$ cat config.mk
export PLATFORM = sky130hd
export DESIGN_NAME = autoneg_partner_status_regs
export DESIGN_NICKNAME = d
export VERILOG_FILES = /design/src/shared/an_status_pkg.sv /design/src/shared/lcw_if.sv /design/src/hdl/autoneg_partner_status_regs.sv /design/src/hdl/partner_page_capture.sv /design/src/hdl/expansion_status.sv
export SDC_FILE = /design/constraint.sdc
export NUM_CORES = 1
export LEC_CHECK = 0
export BUFFER_PORTS_ARGS = -buffer_cell sky130_fd_sc_hd__buf_2
export CAP_MARGIN = 20
export CORE_MARGIN = 5
export CORE_UTILIZATION = 32
export DETAILED_ROUTE_END_ITERATION = 6
export SYNTH_ARGS = -nofsm -noshare
export SYNTH_HDL_FRONTEND = slang
export SYNTH_SLANG_ARGS = --single-unit
$ cat constraint.sdc
create_clock -name core_clk -period 6.4 [get_ports core_clk]
set_input_delay 0.32 -clock core_clk [delete_from_list [all_inputs] [get_ports core_clk]]
set_output_delay 0.32 -clock core_clk [all_outputs]
set_load 0.02 [all_outputs]
$ cat src/shared/an_status_pkg.sv
package an_status_pkg;
	// register indices, byte address is index times word size
	localparam int unsigned WORD_BYTES           = 4;
	localparam int unsigned IDX_PARTNER_ABILITY  = 8'h05;
	localparam int unsigned IDX_EXPANSION        = 8'h06;
	localparam int unsigned IDX_CONTROL          = 8'h08;
	localparam int unsigned IDX_VIEW_STATUS      = 8'h09;
	// partner ability word fields
	localparam int unsigned BIT_NEXT_PAGE        = 15;
	localparam int unsigned BIT_ACK              = 14;
	localparam int unsigned BIT_REMOTE_FAULT     = 13;
	localparam int unsigned BIT_BASE_RESERVED    = 12;
	localparam int unsigned BIT_MESSAGE_PAGE     = 13;
	localparam int unsigned BIT_COMPLY           = 12;
	localparam int unsigned BIT_TOGGLE           = 11;
	localparam int unsigned BIT_ASYM_PAUSE       = 11;
	localparam int unsigned BIT_SYM_PAUSE        = 10;
	localparam int unsigned TECH_HI              = 9;
	localparam int unsigned TECH_LO              = 5;
	localparam int unsigned SELECTOR_HI          = 4;
	localparam int unsigned CODE_HI              = 10;
	// expansion word fields
	localparam int unsigned EXP_PARALLEL_FAULT   = 4;
	localparam int unsigned EXP_PARTNER_NEXT     = 3;
	localparam int unsigned EXP_LOCAL_NEXT       = 2;
	localparam int unsigned EXP_PAGE_RX          = 1;
	localparam int unsigned EXP_PARTNER_AN       = 0;
	// control and view fields
	localparam int unsigned CTRL_BASE_VIEW       = 0;
	localparam int unsigned VIEW_HOLDS_NEXT      = 0;
	localparam int unsigned VIEW_BASE_VALID      = 1;
	// reset values
	localparam logic [15:0] PARTNER_WORD_RESET   = 16'h0000;
	localparam logic [15:0] EXPANSION_RESET      = 16'h0004;
	localparam logic [31:0] CONTROL_RESET        = 32'h0000_0000;
	// bus answers
	localparam logic [1:0]  RESP_OKAY            = 2'h0;
	localparam logic [1:0]  RESP_SLAVE_ERROR     = 2'h2;
endpackage

$ cat src/shared/lcw_if.sv
`timescale 1ns/100ps
`default_nettype none
// carries received link code words from the engine side to the register logic
interface lcw_if;
	logic        page_valid;
	logic [15:0] page_word;
	logic        page_is_next;
	modport src (output page_valid, output page_word, output page_is_next);
	modport cap (input page_valid, input page_word, input page_is_next);
	modport exp (input page_valid);
endinterface
`default_nettype wire

$ cat src/hdl/autoneg_partner_status_regs.sv
`timescale 1ns/100ps
`default_nettype none
module autoneg_partner_status_regs #(
	parameter int unsigned ADDR_W = 8
) (
	// clock and reset
	input  wire logic              core_clk,
	input  wire logic              nrst,
	// register bus
	input  wire logic [ADDR_W-1:0] avs_address,
	input  wire logic              avs_read,
	input  wire logic              avs_write,
	input  wire logic [31:0]       avs_writedata,
	input  wire logic [3:0]        avs_byteenable,
	output logic      [31:0]       avs_readdata,
	output logic                   avs_waitrequest,
	output logic      [1:0]        avs_response,
	// negotiation engine side
	input  wire logic              lcw_valid,
	input  wire logic [15:0]       lcw_word,
	input  wire logic              lcw_is_next,
	input  wire logic              partner_ack,
	input  wire logic              parallel_detect_fault,
	input  wire logic              partner_negotiation_capable,
	// status back to the engine
	output logic      [15:0]       partner_ability_reg,
	output logic                   page_received
);
	// the highest register byte address must fit the address port
	if (ADDR_W < 6 || ADDR_W > 16) begin : g_addr_check
		$error("ADDR_W must be between 6 and 16");
	end

	// reset release
	logic              rst_meta;
	logic              rst_n;

	// decoded request
	logic              hit_ability;
	logic              hit_expansion;
	logic              hit_control;
	logic              hit_view;
	logic              hit_any;
	logic              accept;

	// bus registers
	logic [31:0]       control;
	logic [31:0]       next_control;
	logic [31:0]       next_readdata;
	logic              next_waitrequest;
	logic [1:0]        next_response;
	logic              read_clear;

	// block state from the submodules
	logic [15:0]       ability_word;
	logic [15:0]       base_page;
	logic              holds_next;
	logic              base_valid;
	logic [15:0]       negotiation_expansion_reg;

	// engine outputs
	logic [15:0]       next_partner_ability_reg;
	logic              next_page_received;

	lcw_if link ();

	// two-stage release of the asynchronous reset
	always_ff @(posedge core_clk or negedge nrst) begin
		if (!nrst) begin
			rst_meta <= 1'b0;
			rst_n    <= 1'b0;
		end else begin
			rst_meta <= 1'b1;
			rst_n    <= rst_meta;
		end
	end

	// engine pages enter the shared carrier
	assign link.page_valid   = lcw_valid;
	assign link.page_word    = lcw_word;
	assign link.page_is_next = lcw_is_next;

	// partner ability capture, base then next pages
	partner_page_capture u_capture (
		.core_clk     (core_clk),
		.rst_n        (rst_n),
		.link         (link),
		.partner_ack  (partner_ack),
		.base_view    (control[an_status_pkg::CTRL_BASE_VIEW]),
		.ability_word (ability_word),
		.base_page    (base_page),
		.holds_next   (holds_next),
		.base_valid   (base_valid)
	);

	// expansion status with clear on read
	expansion_status u_expansion (
		.core_clk                    (core_clk),
		.rst_n                       (rst_n),
		.link                        (link),
		.parallel_detect_fault       (parallel_detect_fault),
		.partner_negotiation_capable (partner_negotiation_capable),
		.partner_next_page_capable   (base_valid & base_page[an_status_pkg::BIT_NEXT_PAGE]),
		.read_clear                  (read_clear),
		.status_word                 (negotiation_expansion_reg)
	);

	// address decode on aligned words, low two address bits ignored
	always_comb begin
		hit_ability   = avs_address[ADDR_W-1:2] == (ADDR_W-2)'(an_status_pkg::IDX_PARTNER_ABILITY);
		hit_expansion = avs_address[ADDR_W-1:2] == (ADDR_W-2)'(an_status_pkg::IDX_EXPANSION);
		hit_control   = avs_address[ADDR_W-1:2] == (ADDR_W-2)'(an_status_pkg::IDX_CONTROL);
		hit_view      = avs_address[ADDR_W-1:2] == (ADDR_W-2)'(an_status_pkg::IDX_VIEW_STATUS);
		hit_any       = hit_ability | hit_expansion | hit_control | hit_view;
	end

	// a request is accepted once, in the cycle that raises the answer
	always_comb begin
		accept     = (avs_read | avs_write) & avs_waitrequest;
		read_clear = accept & avs_read & hit_expansion;
	end

	// answer timing, read data and control writes
	always_comb begin
		next_waitrequest = ~accept;
		next_readdata    = avs_readdata;
		next_response    = avs_response;
		next_control     = control;
		if (accept) begin
			next_response = hit_any ? an_status_pkg::RESP_OKAY : an_status_pkg::RESP_SLAVE_ERROR;
			next_readdata = '0;
			if (avs_read) begin
				if (hit_ability) begin
					next_readdata[15:0] = ability_word;
				end else if (hit_expansion) begin
					next_readdata[15:0] = negotiation_expansion_reg;
				end else if (hit_control) begin
					next_readdata = control;
				end else if (hit_view) begin
					next_readdata[an_status_pkg::VIEW_HOLDS_NEXT] = holds_next;
					next_readdata[an_status_pkg::VIEW_BASE_VALID] = base_valid;
				end
			end else if (hit_control && avs_byteenable[0]) begin
				next_control[an_status_pkg::CTRL_BASE_VIEW] =
					avs_writedata[an_status_pkg::CTRL_BASE_VIEW];
			end
			// writes to the ability and expansion words fall through untouched
		end
	end

	// bus registers
	always_ff @(posedge core_clk or negedge rst_n) begin
		if (!rst_n) begin
			avs_waitrequest <= 1'b1;
			avs_readdata    <= '0;
			avs_response    <= an_status_pkg::RESP_OKAY;
			control         <= an_status_pkg::CONTROL_RESET;
		end else begin
			avs_waitrequest <= next_waitrequest;
			avs_readdata    <= next_readdata;
			avs_response    <= next_response;
			control         <= next_control;
		end
	end

	// engine-facing copies of the partner word and page flag
	always_comb begin
		next_partner_ability_reg = ability_word;
		next_page_received       = negotiation_expansion_reg[an_status_pkg::EXP_PAGE_RX];
	end

	always_ff @(posedge core_clk or negedge rst_n) begin
		if (!rst_n) begin
			partner_ability_reg <= an_status_pkg::PARTNER_WORD_RESET;
			page_received       <= 1'b0;
		end else begin
			partner_ability_reg <= next_partner_ability_reg;
			page_received       <= next_page_received;
		end
	end
endmodule // autoneg_partner_status_regs
`default_nettype wire

$ cat src/hdl/partner_page_capture.sv
`timescale 1ns/100ps
`default_nettype none
module partner_page_capture (
	// clock and reset
	input  wire logic        core_clk,
	input  wire logic        rst_n,
	// received pages
	lcw_if.cap               link,
	input  wire logic        partner_ack,
	// view select and results
	input  wire logic        base_view,
	output logic      [15:0] ability_word,
	output logic      [15:0] base_page,
	output logic             holds_next,
	output logic             base_valid
);
	logic [15:0] next_page;
	logic [15:0] next_base_page;
	logic [15:0] next_next_page;
	logic        next_holds_next;
	logic        next_base_valid;
	logic [15:0] next_ability_word;

	// base page replaces the stored base and drops the next page view; next page only after partner asked for next pages
	always_comb begin
		next_base_page  = base_page;
		next_next_page  = next_page;
		next_holds_next = holds_next;
		next_base_valid = base_valid;
		if (link.page_valid && !link.page_is_next) begin
			next_base_page = link.page_word;
			next_base_page[an_status_pkg::BIT_BASE_RESERVED] = 1'b0;
			next_holds_next = 1'b0;
			next_base_valid = 1'b1;
		end else if (link.page_valid && base_valid && base_page[an_status_pkg::BIT_NEXT_PAGE]) begin
			next_next_page  = link.page_word;
			next_holds_next = 1'b1;
		end
		next_ability_word = (next_holds_next && !base_view) ? next_next_page : next_base_page;
		next_ability_word[an_status_pkg::BIT_ACK] = partner_ack;
	end

	// page storage
	always_ff @(posedge core_clk or negedge rst_n) begin
		if (!rst_n) begin
			base_page    <= an_status_pkg::PARTNER_WORD_RESET;
			next_page    <= an_status_pkg::PARTNER_WORD_RESET;
			holds_next   <= 1'b0;
			base_valid   <= 1'b0;
			ability_word <= an_status_pkg::PARTNER_WORD_RESET;
		end else begin
			base_page    <= next_base_page;
			next_page    <= next_next_page;
			holds_next   <= next_holds_next;
			base_valid   <= next_base_valid;
			ability_word <= next_ability_word;
		end
	end
endmodule // partner_page_capture
`default_nettype wire

$ cat src/hdl/expansion_status.sv
`timescale 1ns/100ps
`default_nettype none
module expansion_status (
	// clock and reset
	input  wire logic        core_clk,
	input  wire logic        rst_n,
	// events and levels
	lcw_if.exp               link,
	input  wire logic        parallel_detect_fault,
	input  wire logic        partner_negotiation_capable,
	input  wire logic        partner_next_page_capable,
	input  wire logic        read_clear,
	// expansion word
	output logic      [15:0] status_word
);
	logic [15:0] next_status_word;

	// page received is sticky; a new page beats the clear from a read
	always_comb begin
		next_status_word = '0;
		next_status_word[an_status_pkg::EXP_PARALLEL_FAULT] = parallel_detect_fault;
		next_status_word[an_status_pkg::EXP_PARTNER_NEXT] = partner_next_page_capable;
		next_status_word[an_status_pkg::EXP_LOCAL_NEXT] = 1'b1;
		next_status_word[an_status_pkg::EXP_PAGE_RX] = link.page_valid
			| (status_word[an_status_pkg::EXP_PAGE_RX] & ~read_clear);
		next_status_word[an_status_pkg::EXP_PARTNER_AN] = partner_negotiation_capable;
	end

	// status register
	always_ff @(posedge core_clk or negedge rst_n) begin
		if (!rst_n) begin
			status_word <= an_status_pkg::EXPANSION_RESET;
		end else begin
			status_word <= next_status_word;
		end
	end
endmodule // expansion_status
`default_nettype wire

==> out/metrics.csv, run 1 <==
stage,metric,value,unit
detailed_routing,Post-DRT Antenna Nets,0,
synth,largest area contributor in the netlist,dfrtp_1,
setup_path,Startpoint Class,flip-flop,
clocking,clock root buffer,clkbuf_8,
timing,"Hold Vio Cnt, Final",0,
clocking,H-Tree Depth,3,
synth,Post-synth EDFFs,0,
timing,Finish-stage setup viols,0,
global_route,first-pass GRT wire length,10400,µm
power,Comb power frac,0.161,
hold_path,worst hold path depth,1,
setup_path,Setup crit end kind,flip-flop,
clocking,CTS Sinks,90,
hold_path,Hold WC Path Type,input pin to flip-flop,
power,Flop pwr share,0.524,
global_route,grt peak-use layer,met2,
synth,post-synthesis sequential element count,90,
power,Pint,0.000987,W
detailed_routing,WL final,6460,µm
clocking,Clock transition at path regs,0.09,ns
die,Initial Util,0.325,
synth,top cell types by occurrence after synthesis,"dfrtp_1, mux2_2, buf_4",
synth,ys async rst share,1.00,
final_layout,Register Area,2260,µm²
detailed_routing,initial DRC count,34,
place,IO buf count,66,
global_route,gr ovfl total,0,
setup_path,RR Startpoint,u_capture.base_valid$_DFFE_PN0P_,
synth,Cells after Synth,211,
power,VDD IR max,112,µV
detailed_routing,vias,1873,
synth,Netlist cell types,34,
global_route,met3 usage,0.0489,
die,Site Rows,37,
clocking,post_cts resized,0,
power,Design Power,0.00135,W
power,leak pwr,1.92,nW
global_route,GR Layer Usage met2,0.165,
synth,Yosys warning total,0,
die,die area,12500,µm²
die,chip width,112,µm
clocking,TritonCTS clock tree,yes,
detailed_routing,via/cell ratio,4.41,
place,hpwl dp,4440,µm
timing,RSZ-0062 raised after global routing,false,
final_layout,multi-input logic area,968,µm²
run,max_cap viols,0,
power,Net Sw Frac,0.268,
final_layout,Fillers,964,
clocking,Clock Path Buffers,2,
clocking,worst skew pair latency,0.35,ns
setup_path,R2R depth,4,
timing,fin. max-slew vios,0,
synth,most numerous cell in the Yosys netlist,dfrtp_1,
detailed_routing,wire length per cell,15.2,µm
power,pwr dens,337,nW/µm²
global_route,routing usage on met1,0.137,
status,status,"complete, no violations",
synth,Syn Area/Cell,15.7,µm²
global_route,largest net degree at the start of global routing,49,
clocking,CTS Buf Count,9,
die,die height,112,µm
die,total core area,10200,µm²
setup_path,CP required,6.63,ns
setup_path,reg-to-reg setup timing slack,4.30,ns
global_route,initial antenna violation count,1,
detailed_routing,number of detailed-routing iterations run before antenna repair,4,
detailed_routing,Residual DRC,0,
timing,FMAX,476,MHz
hold_path,worst hold endpoint,u_expansion.status_word[0]$_DFF_PN0_,
setup_path,Worst Path Arrival,2.33,ns
timing,Slew @ Worst Pin,0.857,ns
synth,post-synthesis sequential area ratio,0.678,
synth,Area contributors post-synth,"dfrtp_1, mux2_2, buf_4, a22o_1, a221o_1",
final_layout,fin nets,353,
global_route,number of global-route vias before repair,1968,
synth,Yosys top cell area share,0.670,
place,GP Congestion,0.798,
timing,setup tns final,0,ns
power,switching pwr,0.000361,W
timing,fin crit share,0.328,
final_layout,number of antenna repair diodes,0,
synth,Post-Syn Area,3320,µm²
synth,Post-synth top flop,dfrtp_1,
hold_path,HP Start,partner_negotiation_capable,
die,Ports,121,
setup_path,Worst R2R End,u_capture.ability_word[3]$_DFF_PN0_,
timing,Tmin final,2.10,ns
setup_path,CP Class,flip-flop to flip-flop,
timing,worst-case clock skew,0.00887,ns
global_route,Global Route Usage Sum,0.108,
setup_path,Crit Path Max Fanout,15,
power,clock power share,0.315,
timing,worst rel slew slack,0.427,
final_layout,layout cells sized above 1,0.488,
final_layout,Synth-to-Final Area Change,20.3,%
area by class of cell:
| class | instances | share of cell area |
|---|---|---|
| Tap cell | 136 | 0.0426 |
| Multi-Input combinational cell | 112 | 0.242 |
| Timing Repair Buffer | 70 | 0.0945 |
| Sequential cell | 90 | 0.565 |
| Clock buffer | 9 | 0.0310 |
| Clock inverter | 7 | 0.0241 |
| Inverter | 1 | 0.000939 |
per-stage QoR:
stage               setup WS [ns]  std cells  utilization  instance area, µm²  hold slack [ns]
finish                       4.30        425        0.391                4000           0.0701
global route                 4.11        425        0.391                4000           0.0390
CTS                          4.24        423        0.388                3970           0.0470
detailed placement           4.19        406        0.365                3740            0.106
global placement             4.25        406        0.365                3740            0.107
floorplan                    3.71        227            -                3380           0.0244
power by group through the flow:
stage	registers (W)	clock network, W	logic [W]
global route	0.000720	0.000464	0.000237
global placement	0.000717	0	0.000214
detailed placement	0.000721	0	0.000216
finish	0.000707	0.000425	0.000217
floorplan	0.000752	0	0.000114
CTS	0.000710	0.000438	0.000218
timing repair:
action                     4_1_cts  5_1_grt
buffers inserted                 0        0
setup endpoints to repair        0        0
hold endpoints to repair         2        0
hold buffers                     1        0
layout by cell type, fill, tap and decap left out, drive strengths merged:
cell type     n
dfrtp        89
buf          69
mux2         46
conb         18
a22o         11
clkbuf        9
nand2         5
inv           4
and2          3
a221o         3
nor2          3
nand3         2
o21bai        2
a221oi        2
clkinv        2
bufinv        2
nor2b         2
nor3b         2
a21oi         1
nor3          1
o21ai         1
or4b          1
and3          1
or3b          1
or2b          1
nor4          1
a22oi         1
o31ai         1
o41ai         1
nor4b         1
or2           1
dfstp         1
dlygate4sd3   1
per-layer routing:
layer | share of wire | wire [µm]
met5 | 0.0031 | 20
met4 | 0.013 | 87
met3 | 0.073 | 473
met2 | 0.46 | 2980
met1 | 0.45 | 2900
worst max path at each step:
| stage | start | end | slack, ns |
|---|---|---|---|
| 2_1_floorplan | rst_n$_DFF_PN0_ | avs_readdata[0]$_DFFE_PN0N_ | 3.71 |
| 3_3_place_gp | u_capture.base_valid$_DFFE_PN0P_ | u_capture.ability_word[1]$_DFF_PN0_ | 4.25 |
| 3_5_place_dp | lcw_valid | u_capture.ability_word[15]$_DFF_PN0_ | 4.19 |
| 4_1_cts | u_capture.base_valid$_DFFE_PN0P_ | u_capture.ability_word[15]$_DFF_PN0_ | 4.24 |
| 5_1_grt | u_capture.base_valid$_DFFE_PN0P_ | u_capture.ability_word[0]$_DFF_PN0_ | 4.11 |
| 6_report | u_capture.base_valid$_DFFE_PN0P_ | u_capture.ability_word[3]$_DFF_PN0_ | 4.30 |
kinds of logic (layout without fill, tap and decap cells):
family / after synthesis / count (layout) / share of synthesized area
other cells: 2 / 18 / 0.00226
buf+inv: 25 / 87 / 0.0523
mux: 46 / 46 / 0.156
compound gates: 23 / 23 / 0.0580
simple gates: 25 / 25 / 0.0535
flops: 90 / 90 / 0.678
worst max-delay path, stage by stage (launching register included):
cell and delay, ns:
dfrtp_1 0.37, and2_1 0.18, nand3_1 0.62, mux2_2 0.53, mux2_2 0.27
Power figures use the tool's default switching activity.
==> run 2: changes to the inputs <==
==> constraint.sdc (replaced) <==
create_clock -name core_clk -period 1.7 [get_ports core_clk]
set_input_delay 0.085 -clock core_clk [delete_from_list [all_inputs] [get_ports core_clk]]
set_output_delay 0.085 -clock core_clk [all_outputs]
set_load 0.02 [all_outputs]
==> run 2 against run 1 <==
Critical path depth increased by 2; hold slack got worse by 0.038 ns; worst setup slack got worse by 4.3 ns; fmax increased by 26%; clock skew increased by 0.0033 ns; non-clock buffer count increased by 29; sequential cell count unchanged; die area unchanged; wire length increased by 5.1%.
==> out/metrics.csv, run 2 (synthesis results as in run 1) <==
stage,metric,value,unit,change
global_route,largest net degree at the start of global routing,43,,-12%
run,max_cap viols,0,,unchanged
place,hpwl dp,4600,µm,+3.6%
setup_path,R2R depth,6,,+2
place,IO buf count,66,,unchanged
die,total core area,10200,µm²,unchanged
place,GP Congestion,0.761,,-4.6%
clocking,CTS Buf Count,9,,unchanged
setup_path,Worst R2R End,u_capture.ability_word[2]$_DFF_PN0_,,
setup_path,CP required,1.94,ns,-4.69 ns
final_layout,number of antenna repair diodes,0,,unchanged
global_route,first-pass GRT wire length,11000,µm,+5.9%
clocking,Clock transition at path regs,0.09,ns,about the same
detailed_routing,wire length per cell,14.9,µm,-1.6%
global_route,Global Route Usage Sum,0.115,,+0.00774
detailed_routing,initial DRC count,57,,+68%
detailed_routing,WL final,6790,µm,+5.1%
detailed_routing,Post-DRT Antenna Nets,0,,unchanged
final_layout,"Design Area, Final",4370,µm²,+9.3%
detailed_routing,Residual DRC,0,,unchanged
detailed_routing,via/cell ratio,4.29,,-2.6%
clocking,worst skew pair latency,0.36,ns,about the same
setup_path,Worst Path Arrival,1.91,ns,-0.42 ns
die,Site Rows,37,,unchanged
power,pwr dens,1220,nW/µm²,+260%
power,VDD IR max,401,µV,+260%
die,die height,112,µm,unchanged
clocking,Clock Path Buffers,2,,unchanged
timing,FMAX,599,MHz,+26%
final_layout,fin nets,382,,+8.2%
final_layout,post-layout util,0.427,,+0.0364
die,Initial Util,0.325,,unchanged
final_layout,layout cells sized above 1,0.475,,-0.0130
timing,fin. max-slew vios,0,,unchanged
clocking,CTS Sinks,90,,unchanged
timing,fin crit share,0.981,,+0.653
timing,Finish-stage setup viols,0,,unchanged
clocking,clock root buffer,clkbuf_8,,
timing,"Hold Vio Cnt, Final",0,,unchanged
timing,setup tns final,0,ns,unchanged
power,leak pwr,2.09,nW,+9.0%
timing,worst-case clock skew,0.0122,ns,+0.00333 ns
die,die area,12500,µm²,unchanged
setup_path,Crit Path Max Fanout,8,,-7
setup_path,Critical Path Source,u_capture.base_page[15]$_DFF_PN0_,,
clocking,H-Tree Depth,3,,unchanged
setup_path,Startpoint Class,flip-flop,,
clocking,TritonCTS clock tree,yes,,
power,Design Power,0.00535,W,+300%
final_layout,most frequent cells in the layout,"dfrtp_1, buf_2, mux2_2",,
setup_path,RR Startpoint,u_capture.base_page[15]$_DFF_PN0_,,
status,status,"complete, no violations",,
final_layout,Synth-to-Final Area Change,31.5,%,
global_route,initial antenna violation count,0,,-1
setup_path,Setup crit end kind,flip-flop,,
detailed_routing,number of detailed-routing iterations run before antenna repair,4,,unchanged
global_route,gr ovfl total,0,,unchanged
die,Ports,121,,unchanged
timing,Tmin final,1.67,ns,-0.433 ns
setup_path,CP Class,flip-flop to flip-flop,,
global_route,number of global-route vias before repair,2139,,+8.7%
setup_path,reg-to-reg setup timing slack,0.03,ns,-4.27 ns
detailed_routing,vias,1948,,+4.0%
final_layout,"most common cell after layout, fill and taps aside",dfrtp_1,,
timing,RSZ-0062 raised after global routing,true,,
place,Area after DPL,3830,µm²,+2.5%
hold_path,Hold WC Path Type,input pin to async pin,,
die,chip width,112,µm,unchanged
run 2: cell types whose count changed in the layout (fill, tap and decap cells not counted), sizes merged:
cell,delta
inv,-3
clkbuf,+1
bufinv,+1
dlygate4sd3,+20
clkinvlp,+2
buf,+9
clkinv,-1
run 2: final cells by class:
type,count,area (µm²)
Inverter,1,3.75
Fill cell,945,5860
Timing Repair Buffer,99,692
Clock inverter,6,114
Sequential cell,90,2260
Clock buffer,10,138
Multi-Input combinational cell,112,996
Tap cell,136,170
run 2: per-stage QoR:
| step | hold WS, ns | cells | setup WS (ns) |
|---|---|---|---|
| after floorplan | -0.211 | 227 | 0.0317 |
| after global placement | -0.126 | 415 | -0.0723 |
| after detailed placement | -0.125 | 415 | -0.0866 |
| after CTS | 0.00563 | 454 | 0.00304 |
| after global routing | 0.0341 | 454 | -0.0139 |
| final | 0.0325 | 454 | 0.0319 |
run 2: worst max path at each step:
stage | end | depth (start not counted)
after global placement | u_capture.ability_word[1]$_DFF_PN0_ | 4
after detailed placement | u_capture.ability_word[1]$_DFF_PN0_ | 4
after CTS | u_capture.ability_word[2]$_DFF_PN0_ | 6
after global routing | u_capture.ability_word[9]$_DFF_PN0_ | 6
final | u_capture.ability_word[2]$_DFF_PN0_ | 6
after floorplan | u_capture.ability_word[0]$_DFF_PN0_ | 5
run 2: worst max-delay path: stages, from the launching register on:
cell     delay, ns
dfrtp_1       0.38
and2_1        0.16
buf_4         0.15
nand3_4       0.10
buf_12        0.15
mux2_2        0.34
mux2_2        0.27
run 2: what timing repair did:
action,CTS,global route
setup buffers,1,0
hold buffers,21,0
pin swaps,1,1
endpoints found under the hold margin,36,0
cloned,1,0
setup endpoints to repair,15,15
resized for setup,3,5
run 2: metal layers:
metal  wire, µm  track usage  vias to the layer above
met3        411       0.0255                       13
li1           -            -                      910
met5          0            0                        -
met4        192       0.0706                        0
met1       2990        0.145                      966
met2       3190        0.182                       59
run 2: where the power goes:
part           total, W  internal, W  switching (W)
clock           0.00176      0.00102       0.000738
combinational  0.000922     0.000444       0.000477
sequential      0.00267      0.00252       0.000155
